$ cat src/shared/postproc_pkg.sv
// Purpose: shared constants for the adc post-processing block and its user
// Assumes: 19-bit signed samples, 8-bit register space
// Notes:   offsets are byte register addresses in the cpu special space
package postproc_pkg;
  localparam int          SAMPLE_W        = 19;
  localparam int          AC_W            = 38;
  localparam int          ADDR_W          = 8;
  // register offsets
  localparam logic [7:0]  PWR_CTRL_ADDR   = 8'h5c;
  localparam logic [7:0]  AC_CTRL_ADDR    = 8'h64;
  localparam logic [7:0]  PK_MAX_U_ADDR   = 8'h6f;
  localparam logic [7:0]  PK_MAX_L_ADDR   = 8'h71;
  localparam logic [7:0]  PK_MIN_U_ADDR   = 8'h72;
  localparam logic [7:0]  PK_MIN_L_ADDR   = 8'h74;
  localparam logic [7:0]  AC_RES_4_ADDR   = 8'h75;
  localparam logic [7:0]  AC_RES_0_ADDR   = 8'h79;
  localparam logic [7:0]  LP_OUT_U_ADDR   = 8'h7a;
  localparam logic [7:0]  LP_OUT_L_ADDR   = 8'h7c;
  // field positions in power_and_filter_reset_control
  localparam int          AC_SRST_BIT     = 0;
  localparam int          LP_SRST_BIT     = 1;
  localparam int          DEC_SRST_BIT    = 2;
  // field positions in ac_lowpass_peak_control
  localparam int          PK_EN_BIT       = 2;
  localparam int          RATIO_LSB       = 3;
  localparam int          SQ_BIT          = 5;
  localparam int          LP_EN_BIT       = 6;
  localparam int          AC_EN_BIT       = 7;
  // reset values
  localparam logic [7:0]  PWR_CTRL_RST    = 8'h07;
  localparam logic [7:0]  AC_CTRL_RST     = 8'h00;
  localparam logic [18:0] PK_MAX_RST      = 19'h40000;
  localparam logic [18:0] PK_MIN_RST      = 19'h3ffff;
  // decimation ratio log2 for code 00; each code step doubles
  localparam int          RATIO_BASE_LOG2 = 8;
  localparam int          RATIO_MAX_LOG2  = 11;
endpackage

$ cat src/shared/postproc_if.sv
// Purpose: byte register port and sample stream between cpu side and block
// Assumes: one clock, all signals synchronous
// Notes:   rd_en is a one-cycle read strobe, rd_data valid next cycle
`timescale 1ns/100ps
interface postproc_if;
  import postproc_pkg::*;
  logic                clk;
  logic                wr_en;
  logic                rd_en;
  logic [ADDR_W-1:0]   addr;
  logic [7:0]          wr_data;
  logic [7:0]          rd_data;
  logic                sample_valid;
  logic [SAMPLE_W-1:0] sample;
  logic                lp_event;
  logic                ac_event;
  logic                dec_soft_reset_n;
  modport device (
    input  wr_en, rd_en, addr, wr_data, sample_valid, sample,
    output rd_data, lp_event, ac_event, dec_soft_reset_n
  );
  modport host (
    output wr_en, rd_en, addr, wr_data, sample_valid, sample,
    input  rd_data, lp_event, ac_event, dec_soft_reset_n
  );
endinterface

$ cat src/hdl/adc_postproc.sv
// Purpose: peak hold, dc lowpass decimator and ac mean converter
// Assumes: samples arrive at most one per clock, fast adc mode
// Notes:   multi-byte reads freeze the upper bytes on a low-byte read
`timescale 1ns/100ps
module adc_postproc
  import postproc_pkg::*;
#(
  parameter int HPF_SHIFT = 8
) (
  input  wire logic clk_i,     // system clock
  input  wire logic sys_rst_i, // sync reset, active high
  postproc_if.device bus       // register port and sample stream
);
  localparam int ACC_W = AC_W + RATIO_MAX_LOG2;
  initial begin
    if (HPF_SHIFT < 1 || HPF_SHIFT > 16) $error("adc_postproc: bad HPF_SHIFT");
  end

  ////////////////////////////////////////////////////////////////////////
  // control registers
  logic [7:0] pwr_ctrl_q;
  logic [7:0] ac_ctrl_q;
  wire        wr_pwr  = bus.wr_en && (bus.addr == PWR_CTRL_ADDR);
  wire        wr_ac   = bus.wr_en && (bus.addr == AC_CTRL_ADDR);
  wire        pk_en   = ac_ctrl_q[PK_EN_BIT];
  wire        lp_en   = ac_ctrl_q[LP_EN_BIT];
  wire        ac_en   = ac_ctrl_q[AC_EN_BIT];
  wire        sq_mode = ac_ctrl_q[SQ_BIT];
  wire [1:0]  ratio_sel = ac_ctrl_q[RATIO_LSB +: 2];
  // soft resets are active low, the bit sits at 0 until software restores it
  wire        lp_clr  = !pwr_ctrl_q[LP_SRST_BIT] || !lp_en;
  wire        ac_clr  = !pwr_ctrl_q[AC_SRST_BIT] || !ac_en;
  always_ff @(posedge clk_i) begin
    if (sys_rst_i) begin
      pwr_ctrl_q <= PWR_CTRL_RST;
      ac_ctrl_q  <= AC_CTRL_RST;
    end else begin
      if (wr_pwr) pwr_ctrl_q <= bus.wr_data;
      if (wr_ac)  ac_ctrl_q  <= bus.wr_data;
    end
  end

  ////////////////////////////////////////////////////////////////////////
  // peak hold
  logic [SAMPLE_W-1:0] pk_max, pk_min;
  peak_tracker #(.W(SAMPLE_W), .TRACK_MAX(1'b1), .IDLE_VAL(PK_MAX_RST))
    u_pk_max (.clk_i(clk_i), .sys_rst_i(sys_rst_i), .en_i(pk_en),
              .valid_i(bus.sample_valid), .sample_i(bus.sample),
              .peak_o(pk_max));
  peak_tracker #(.W(SAMPLE_W), .TRACK_MAX(1'b0), .IDLE_VAL(PK_MIN_RST))
    u_pk_min (.clk_i(clk_i), .sys_rst_i(sys_rst_i), .en_i(pk_en),
              .valid_i(bus.sample_valid), .sample_i(bus.sample),
              .peak_o(pk_min));

  ////////////////////////////////////////////////////////////////////////
  // decimation group counter shared by both paths, so rates match
  logic [RATIO_MAX_LOG2-1:0] grp_cnt_q;
  wire  [RATIO_MAX_LOG2-1:0] grp_last =
    RATIO_MAX_LOG2'((32'd1 << (RATIO_BASE_LOG2 + ratio_sel)) - 1);
  wire        grp_done = bus.sample_valid && (grp_cnt_q == grp_last);
  wire        run      = !(lp_clr && ac_clr);
  always_ff @(posedge clk_i) begin
    if (sys_rst_i || !run) begin
      grp_cnt_q <= '0;
    end else if (bus.sample_valid) begin
      // counts strobes, so any adc output rate is served
      grp_cnt_q <= grp_done ? '0 : grp_cnt_q + 1'b1;
    end
  end

  ////////////////////////////////////////////////////////////////////////
  // lowpass: boxcar average over the group (sinc1 stand-in, same rate)
  logic signed [SAMPLE_W+RATIO_MAX_LOG2-1:0] lp_acc_q;
  logic        [SAMPLE_W-1:0]                lp_out_q;
  logic                                      lp_evt_q;
  wire signed [SAMPLE_W+RATIO_MAX_LOG2-1:0] lp_sum =
    lp_acc_q + (SAMPLE_W+RATIO_MAX_LOG2)'($signed(bus.sample));
  wire signed [SAMPLE_W+RATIO_MAX_LOG2-1:0] lp_avg =
    lp_sum >>> (RATIO_BASE_LOG2 + ratio_sel);
  always_ff @(posedge clk_i) begin
    if (sys_rst_i || lp_clr) begin
      lp_acc_q <= '0;
      lp_out_q <= '0;
      lp_evt_q <= 1'b0;
    end else begin
      lp_evt_q <= grp_done;
      if (grp_done) begin
        lp_acc_q <= '0;
        lp_out_q <= lp_avg[SAMPLE_W-1:0];
      end else if (bus.sample_valid) begin
        lp_acc_q <= lp_sum;
      end
    end
  end

  ////////////////////////////////////////////////////////////////////////
  // high-pass: subtract a slow running dc estimate
  logic signed [SAMPLE_W+HPF_SHIFT-1:0] dc_q;
  wire  signed [SAMPLE_W:0] hp =
    $signed({bus.sample[SAMPLE_W-1], bus.sample})
    - $signed(dc_q[SAMPLE_W+HPF_SHIFT-1 -: SAMPLE_W+1]);
  wire  [SAMPLE_W:0]   hp_abs = hp[SAMPLE_W] ? (SAMPLE_W+1)'(0) - hp : hp;
  wire  [AC_W-1:0]     hp_sq  = AC_W'(hp_abs[SAMPLE_W-1:0])
                              * AC_W'(hp_abs[SAMPLE_W-1:0]);
  wire  [AC_W-1:0]     ac_term = sq_mode ? hp_sq : AC_W'(hp_abs);

  logic [ACC_W-1:0] ac_acc_q;
  logic [AC_W-1:0]  ac_out_q;
  logic             ac_evt_q;
  wire  [ACC_W-1:0] ac_sum = ac_acc_q + ACC_W'(ac_term);
  wire  [ACC_W-1:0] ac_mean = ac_sum >> (RATIO_BASE_LOG2 + ratio_sel);
  always_ff @(posedge clk_i) begin
    if (sys_rst_i || ac_clr) begin
      dc_q     <= '0;
      ac_acc_q <= '0;
      ac_out_q <= '0;
      ac_evt_q <= 1'b0;
    end else begin
      ac_evt_q <= grp_done;
      if (bus.sample_valid) begin
        dc_q <= dc_q + (SAMPLE_W+HPF_SHIFT)'(hp);
      end
      if (grp_done) begin
        ac_acc_q <= '0;
        ac_out_q <= ac_mean[AC_W-1:0];
      end else if (bus.sample_valid) begin
        ac_acc_q <= ac_sum;
      end
    end
  end

  ////////////////////////////////////////////////////////////////////////
  // readback with low-byte freeze of the upper bytes
  logic [SAMPLE_W-1:0] pkmax_frz_q, pkmin_frz_q, lp_frz_q;
  logic [AC_W-1:0]     ac_frz_q;
  logic [7:0]          rd_q;
  wire rd_pkmax = bus.rd_en && (bus.addr == PK_MAX_L_ADDR);
  wire rd_pkmin = bus.rd_en && (bus.addr == PK_MIN_L_ADDR);
  wire rd_ac    = bus.rd_en && (bus.addr == AC_RES_0_ADDR);
  wire rd_lp    = bus.rd_en && (bus.addr == LP_OUT_L_ADDR);
  logic [7:0] rd_mux;
  always_comb begin
    case (bus.addr)
      PWR_CTRL_ADDR:      rd_mux = pwr_ctrl_q;
      AC_CTRL_ADDR:       rd_mux = ac_ctrl_q;
      PK_MAX_U_ADDR:      rd_mux = pkmax_frz_q[18:11];
      PK_MAX_U_ADDR+8'h1: rd_mux = pkmax_frz_q[10:3];
      PK_MAX_L_ADDR:      rd_mux = {5'h0, pk_max[2:0]};
      PK_MIN_U_ADDR:      rd_mux = pkmin_frz_q[18:11];
      PK_MIN_U_ADDR+8'h1: rd_mux = pkmin_frz_q[10:3];
      PK_MIN_L_ADDR:      rd_mux = {5'h0, pk_min[2:0]};
      AC_RES_4_ADDR:      rd_mux = ac_frz_q[37:30];
      AC_RES_4_ADDR+8'h1: rd_mux = ac_frz_q[29:22];
      AC_RES_4_ADDR+8'h2: rd_mux = ac_frz_q[21:14];
      AC_RES_4_ADDR+8'h3: rd_mux = ac_frz_q[13:6];
      AC_RES_0_ADDR:      rd_mux = {2'h0, ac_out_q[5:0]};
      LP_OUT_U_ADDR:      rd_mux = lp_frz_q[18:11];
      LP_OUT_U_ADDR+8'h1: rd_mux = lp_frz_q[10:3];
      LP_OUT_L_ADDR:      rd_mux = {5'h0, lp_out_q[2:0]};
      default:            rd_mux = 8'h00;
    endcase
  end
  always_ff @(posedge clk_i) begin
    if (sys_rst_i) begin
      pkmax_frz_q <= PK_MAX_RST;
      pkmin_frz_q <= PK_MIN_RST;
      lp_frz_q    <= '0;
      ac_frz_q    <= '0;
      rd_q        <= 8'h00;
    end else begin
      if (rd_pkmax) pkmax_frz_q <= pk_max;
      if (rd_pkmin) pkmin_frz_q <= pk_min;
      if (rd_ac)    ac_frz_q    <= ac_out_q;
      if (rd_lp)    lp_frz_q    <= lp_out_q;
      if (bus.rd_en) rd_q <= rd_mux;
    end
  end
  assign bus.rd_data          = rd_q;
  assign bus.lp_event         = lp_evt_q;
  assign bus.ac_event         = ac_evt_q;
  assign bus.dec_soft_reset_n = pwr_ctrl_q[DEC_SRST_BIT];
endmodule

$ cat src/hdl/peak_tracker.sv
// Purpose: one signed peak register, max or min direction
// Assumes: sample_valid is a one-cycle strobe
// Notes:   held at its idle code while disabled
`timescale 1ns/100ps
module peak_tracker #(
  parameter int          W        = 19,
  parameter bit          TRACK_MAX = 1'b1,
  parameter logic [18:0] IDLE_VAL = 19'h40000
) (
  input  wire logic         clk_i,   // system clock
  input  wire logic         sys_rst_i, // sync reset
  input  wire logic         en_i,    // tracking enabled
  input  wire logic         valid_i, // new sample
  input  wire logic [W-1:0] sample_i, // sample word
  output logic      [W-1:0] peak_o   // held peak
);
  logic [W-1:0] peak_q;
  // signed compare, so the parked codes are the extremes
  wire          beats = TRACK_MAX ? ($signed(sample_i) > $signed(peak_q))
                                  : ($signed(sample_i) < $signed(peak_q));
  initial begin
    if (W != 19) $error("peak_tracker: width must be 19");
  end
  always_ff @(posedge clk_i) begin
    if (sys_rst_i || !en_i) begin
      peak_q <= IDLE_VAL;
    end else if (valid_i && beats) begin
      peak_q <= sample_i;
    end
  end
  assign peak_o = peak_q;
endmodule

$ cat src/flat_wrapper.sv
// flat-port wrapper written by rule: the top's interface ports become plain ports
module adc_postproc_flat import postproc_pkg::*;
#(
  parameter int HPF_SHIFT = 8
)
  (clk_i, sys_rst_i, bus_wr_en, bus_rd_en, bus_addr, bus_wr_data, bus_sample_valid, bus_sample, bus_rd_data, bus_lp_event, bus_ac_event, bus_dec_soft_reset_n);
  postproc_if bus_i ();
  input  wire logic clk_i;
  input  wire logic sys_rst_i;
  input wire logic [$bits(bus_i.wr_en)-1:0] bus_wr_en;
  input wire logic [$bits(bus_i.rd_en)-1:0] bus_rd_en;
  input wire logic [$bits(bus_i.addr)-1:0] bus_addr;
  input wire logic [$bits(bus_i.wr_data)-1:0] bus_wr_data;
  input wire logic [$bits(bus_i.sample_valid)-1:0] bus_sample_valid;
  input wire logic [$bits(bus_i.sample)-1:0] bus_sample;
  output wire logic [$bits(bus_i.rd_data)-1:0] bus_rd_data;
  output wire logic [$bits(bus_i.lp_event)-1:0] bus_lp_event;
  output wire logic [$bits(bus_i.ac_event)-1:0] bus_ac_event;
  output wire logic [$bits(bus_i.dec_soft_reset_n)-1:0] bus_dec_soft_reset_n;
  assign bus_i.wr_en = bus_wr_en;
  assign bus_i.rd_en = bus_rd_en;
  assign bus_i.addr = bus_addr;
  assign bus_i.wr_data = bus_wr_data;
  assign bus_i.sample_valid = bus_sample_valid;
  assign bus_i.sample = bus_sample;
  assign bus_rd_data = bus_i.rd_data;
  assign bus_lp_event = bus_i.lp_event;
  assign bus_ac_event = bus_i.ac_event;
  assign bus_dec_soft_reset_n = bus_i.dec_soft_reset_n;
  adc_postproc #(.HPF_SHIFT(HPF_SHIFT)) u_core (.clk_i(clk_i), .sys_rst_i(sys_rst_i), .bus(bus_i));
endmodule
$ cat config.mk
export PLATFORM = sky130hd
export DESIGN_NAME = adc_postproc_flat
export DESIGN_NICKNAME = d
export VERILOG_FILES = /design/src/shared/postproc_pkg.sv /design/src/shared/postproc_if.sv /design/src/hdl/adc_postproc.sv /design/src/hdl/peak_tracker.sv /design/src/flat_wrapper.sv
export SDC_FILE = /design/constraint.sdc
export NUM_CORES = 2
export LEC_CHECK = 0
export BUFFER_PORTS_ARGS = -buffer_cell sky130_fd_sc_hd__buf_2
export CAP_MARGIN = 20
export CORE_ASPECT_RATIO = 1.5
export CORE_UTILIZATION = 60
export CTS_BUF_LIST = sky130_fd_sc_hd__clkbuf_4
export CTS_CLUSTER_DIAMETER = 60
export DETAILED_ROUTE_END_ITERATION = 8
export PLACE_DENSITY = 0.77
export RECOVER_POWER = 25
export SLEW_MARGIN = 0
export SYNTH_ARGS = -nofsm -noshare
export SYNTH_HDL_FRONTEND = slang
export SYNTH_SLANG_ARGS = --single-unit
$ cat constraint.sdc
create_clock -name clk_i -period 17.8 [get_ports clk_i]
set_input_delay 3.56 -clock clk_i [delete_from_list [all_inputs] [get_ports clk_i]]
set_output_delay 3.56 -clock clk_i [all_outputs]
set_load 0.01 [all_outputs]
# Word-level counts from Yosys, hierarchy flattened
# Cells that the tools add are included.
# word_totals
output_inout_bits,11
regBits,333
elab_cells,75
# classes
shift,3
add_sub_neg,8
n_reduce_logical,23
magnitude_cmp,2
mul,1
muxes,4
n_eq_ne,17
# ops
operator,count
8-bit by 7-bit equality test with 1-bit output (second input constant),16
8-bit one-hot mux with 16 select lines,1
49-bit by 38-bit adder with 49-bit output,1
49-bit by 32-bit >> shifter with 38-bit output,1
19-bit by 19-bit multiplier with 38-bit output,1
38-bit 2-to-1 mux,1
1-bit by 32-bit << shifter with 11-bit output (first input constant),1
30-bit by 32-bit >>> shifter with 19-bit output,1
30-bit by 19-bit adder with 30-bit output,1
27-bit by 20-bit adder with 27-bit output,1
20-bit 2-to-1 mux,1
1-bit by 20-bit subtractor with 20-bit output (first input constant),1
19-bit by 20-bit subtractor with 20-bit output,1
19-bit greater-than comparator,1
19-bit less-than comparator,1
11-bit by 1-bit adder with 11-bit output (second input constant),1
11-bit equality test,1
11-bit 2-to-1 mux,1
11-bit by 1-bit subtractor with 11-bit output (second input constant),1
1-bit logical AND,10
1-bit logical OR,6
4-bit by 2-bit adder with 5-bit output (first input constant),1
1-bit logical NOT,5
2-bit OR reduction,2

# Logic depth before layout (Yosys ltp)
# depth
depth_word,7
ltp_mapped,54
mapped_depth_nobuf,50

# Cells and area by module
# Synthesis repeated with hierarchy kept, for this count alone.
# hier_totals
hier_cells,3763
area_unflattened_um2,30823.3
# by_module_without_submodules
mod,area_each_um2,seq_area_each_um2,n_inst,cells_each
adc_postproc,28280.9,5605.4,1,3457
peak_tracker (u_core.u_pk_max),1293.7,380.4,1,153
peak_tracker (u_core.u_pk_min),1248.7,380.4,1,153

# Worst setup path before layout
# OpenSTA, ideal clock, no wires.
# synth_path
kind,input to register
startpoint,input port bus_sample[0]
endpoint,register u_core.ac_out_q[37]
t_arrival_ps,14476
path_stages,46
t_required_ps,17673
setup_slack_ps,3197
path_cell_list,inv_1 -> ha_1 -> inv_1 -> fa_1 -> a211oi_4 -> o21ai_2 -> a31oi_4 -> xnor2_2 -> or2_4 -> or4_4 -> o41ai_2 -> xnor2_1 -> buf_6 -> buf_6 -> nor2_1 -> fa_1 -> inv_1 -> fa_1 -> (+10 left out) -> a211oi_1 -> o31ai_1 -> a31o_2 -> a2111oi_0 -> o41ai_1 -> xor2_1 -> and2_1 -> ha_1 -> clkbuf_1 -> inv_1 -> o21bai_1 -> a211o_1 -> o21ba_2 -> or3_1 -> nor4_1 -> xnor2_1 -> nor3_1 -> or3_1
# synth_between
elab_chain_len,7
# synth_lines
element,line_no,text
from (decl),flat_wrapper.sv:15,input wire logic [$bits(bus_i.sample)-1:0] bus_sample;
19-bit by 20-bit subtractor with 20-bit output (*),adc_postproc.sv:101,- $signed(dc_q[SAMPLE_W+HPF_SHIFT-1 -: SAMPLE_W+1]);
1-bit by 20-bit subtractor with 20-bit output,adc_postproc.sv:102,wire [SAMPLE_W:0] hp_abs = hp[SAMPLE_W] ? (SAMPLE_W+1)'(0) - hp : hp;
20-bit 2-to-1 mux (*),adc_postproc.sv:102,
19-bit by 19-bit multiplier with 38-bit output,adc_postproc.sv:104,* AC_W'(hp_abs[SAMPLE_W-1:0]);
38-bit 2-to-1 mux (*),adc_postproc.sv:105,wire [AC_W-1:0] ac_term = sq_mode ? hp_sq : AC_W'(hp_abs);
49-bit by 38-bit adder with 49-bit output (*),adc_postproc.sv:110,wire [ACC_W-1:0] ac_sum = ac_acc_q + ACC_W'(ac_term);
49-bit by 32-bit >> shifter with 38-bit output (*),adc_postproc.sv:111,wire [ACC_W-1:0] ac_mean = ac_sum >> (RATIO_BASE_LOG2 + ratio_sel);
to (signal assigned),adc_postproc.sv:125,ac_out_q <= ac_mean[AC_W-1:0];
to (decl),adc_postproc.sv:108,logic [AC_W-1:0] ac_out_q;
# Every way passes the cells marked *; elsewhere a longest branch is shown, timed or not.
# A chain may end at the register's enable or synchronous reset.

# Worst setup path in the final report
# layout_path
startpoint,input port bus_sample[8]
endpoint,register u_core.ac_out_q[36]
# Same word-level chain as after synthesis.

==> metrics.md <==
| Metric | Value |
|---|---|
| Slew at the pin closest to its max-slew limit | 2.11 ns |
| Vias in the first global route | 28000 |
| Post-synthesis xor/xnor area fraction | 5.05% |
| Core ar. | 50800 µm² |
| Finished layout cell area | 32800 µm² |
| Kind of critical path | input pin to flip-flop |
| WHS Endpoint | u_core.lp_frz_q[12] |
| Synth top area cells | dfxtp_1 (21%), fa_1 (16%), ha_1 (11%) |
| Main combinational cell family by area after synthesis | adder cells |
| Final nets | 4387 |
| Mapped Cells | 3820 |
| Max cap viols | 2 |
| I/O pins | 51 |
| Iter 0 DRT Violations | 1693 |
| DR vias/cell | 5.96 |
| WL per Instance | 18.9 µm |
| Req. time, crit path | 18.48 ns |
| Critical Path AT | 16.67 ns |
| Row count | 101 |
| Largest net degree at the start of global routing | 73 |
| Hold Fails Final Rpt | 0 |
| Reg2reg end | u_core.ac_out_q[36] |
| Crit. End Element | flip-flop |
| Mux cell area share after synthesis | 5.05% |
| Initial Util | 61.0% |
| Reg2Reg Setup Slack | 4.29 ns |
| Most common cell on crit path | inv_1 |
| Final GP Congestion | 0.966 |
| Hold WC Path Type | flip-flop to flip-flop |
| Die footprint | 52600 µm² |
| CTS Root Buffer Type | clkbuf_4 |
| Final wirelength | 86000 µm |
| Die Wd | 188 µm |
| Syn_nets | 4382 |
| Hold path start | u_core.lp_out_q[12] |
| YS warnings | 0 |
| Area occupied by multi-input gates | 22300 µm² |
| Number of synthesized flops with an enable pin | 0 |
| Post-layout min period | 15.98 ns |
| Clk_lat worst skew | 0.80 ns |
| Final worst path period share | 89.8% |
| Clk sinks | 318 |
| H-tree levels | 3 |
| Clock buffer count from CTS | 78 |
| Mapped Area | 31000 µm² |
| Most frequent cells after synthesis | nand2_1 (490), inv_1 (432), nor2_1 (363) |
| Post-synthesis simple-gate area fraction | 17.5% |
| Max frequency | 62.6 MHz |
| Initial antenna violation count | 1 |
| First-pass GRT wire length | 139000 µm |
| Most common cell in the synthesized netlist | nand2_1 |
| Seq/Total Area, Yosys | 20.6% |
| Drt drc | 0 |
| Die Y | 280 µm |
| GR Overflow Total | 0 |
| Post-synth top area share | 20.6% |
| CP startpoint kind | input pin |
| Avg Synthesized Cell Area | 8.11 µm² |
| IO Port Bufs | 50 |
| Postcts setup bufs | 0 |
| Yosys cell types | 92 |
| Hold path depth | 2 |
| Buf/Inv on CP | 8 |
| Register area | 6370 µm² |
| RSZ-0062 raised after global routing | false |
| CP top delay family | adder cells |
| #FFs+latches synth | 318 |
| Worst clock skew | 0.0702 ns |
| Worst r2r src | u_core.dc_q[15] |
| Post-DP Area | 31800 µm² |
| Crit path max fanout | 19 |
| Crit-path slowest cell | xnor2_1 |
| Status | complete, but fails checks |
| Max transition margin | -40.5% |
| Fraction of registers with async set/reset | 0% |
| Post-DP HPWL | 66700 µm |
| Synth area leader | dfxtp_1 |
| Worst R2R Path Depth | 44 |
| Post-route insts no fill | 4549 |
| Pre-Repair DR Iteration Count | 6 |
| Max Buffers Root-to-Sink | 3 |
| Clock slew at reported path FFs | 0.07 ns |
| Count of final setup violators | 0 |
| Dpl cells | 4413 |
| Fill cells | 4517 |
| Synth-to-Final Area Change | 5.81% |
| GRT Total Usage | 33.3% |
| Adder-cell share of the synthesized area | 27.2% |
| Setup TNS | 0 ns |
| Synth Flop Type | dfxtp_1 |
| Slowest stage delay, CP | 0.70 ns |
| Layout cell share with drive strength beyond 1 | 7.17% |
| CTS tree | done |
| Failing checks | max-capacitance violations, max-slew violations |
| Vias | 27100 |
| Slew Viols, Final | 71 |
| Routed Antenna Nets | 0 |
| Post-CTS resize count | 0 |
| CTS Hold Bufs | 0 |
| Compound-gate portion of the synthesized area | 17.1% |
[cell families after synthesis]
| logic type | after synthesis |
|---|---|
| adders and majority gates | 522 |
| xor gates and xnor gates | 176 |
| DFF | 318 |
| AOI/OAI and AO/OA | 831 |
| buffers and inverters | 613 |
| muxes | 142 |
| and+or+nand+nor | 1218 |
[how the worst max path moves through the flow]
stage | endpoint | cells after the start | start
3_3_place_gp | u_core.ac_out_q[37] | 44 | bus_sample[8]
3_5_place_dp | u_core.ac_out_q[36] | 44 | bus_sample[8]
2_1_floorplan | u_core.ac_out_q[37] | 46 | bus_sample[0]
4_1_cts | u_core.ac_out_q[36] | 44 | bus_sample[8]
5_1_grt | u_core.ac_out_q[36] | 44 | bus_sample[8]
6_report | u_core.ac_out_q[36] | 44 | bus_sample[8]
[placed cells by master, fill, tap and decap left out, drive strengths merged, types with 41 or more instances in the layout]
| cell | count |
|---|---|
| dfxtp | 318 |
| nor3 | 55 |
| nand2 | 490 |
| nand3 | 93 |
| inv | 438 |
| a211oi | 41 |
| fa | 253 |
| o211ai | 46 |
| a21o | 69 |
| clkbuf | 127 |
| mux2i | 108 |
| nor2 | 363 |
| xnor2 | 118 |
| xor2 | 58 |
| o21ai | 147 |
| buf | 74 |
| a21oi | 294 |
| ha | 269 |
[per-layer routing]
layer	GRT usage, %	vias up	part of all wire, %
li1	-	13000	-
met1	35.3	12900	37
met2	60.7	896	51
met3	4.35	359	4.7
met4	23.7	0	7.4
met5	0	-	0
[layout make-up]
type / instances / share of cell area (%)
multi-input combinational: 2889 / 68.1
sequential: 318 / 19.4
inverter: 443 / 5.07
tap: 669 / 2.55
clock buffer: 106 / 2.43
timing repair buffer: 95 / 1.73
clock inverter: 28 / 0.634
antenna: 1 / 0.00764
[metrics by stage]
step | setup WS (ns) | hold WS (ns) | util, %
finish | 1.82 | 0.442 | 64.5
detailed placement | 1.25 | 0.440 | 62.6
global placement | 1.43 | 0.438 | 62.5
CTS | 2.03 | 0.426 | 64.6
floorplan | 3.20 | 0.425 | -
global route | 0.718 | 0.458 | 64.5
[sequential cells by signal (all words and copies together), names as in the netlist]
name                    count
u_core.lp_frz_q            16
u_core.lp_acc_q            30
u_core.ac_frz_q            32
u_core.bus.lp_event         1
u_core.u_pk_min.peak_o     19
u_core.ac_out_q            38
u_core.pkmin_frz_q         16
u_core.ac_acc_q            49
u_core.bus.ac_event         1
u_core.lp_out_q            19
u_core.pwr_ctrl_q           8
u_core.grp_cnt_q           11
u_core.dc_q                27
u_core.bus.rd_data          8
u_core.u_pk_max.peak_o     19
u_core.ac_ctrl_q            8
u_core.pkmax_frz_q         16
[worst reg2reg max path, delay by kind of cell (launching register included)]
family / cells / cell delay, ns
buffers and inverters: 8 / 1.58
DFF: 1 / 0.38
and+or+nand+nor: 9 / 2.63
xor gates and xnor gates: 3 / 1.13
AOI/OAI and AO/OA: 15 / 3.51
adders and majority gates: 9 / 4.14
Power is not shown: default switching activity piles up to over one toggle a cycle in this logic, so the estimate is an artifact.
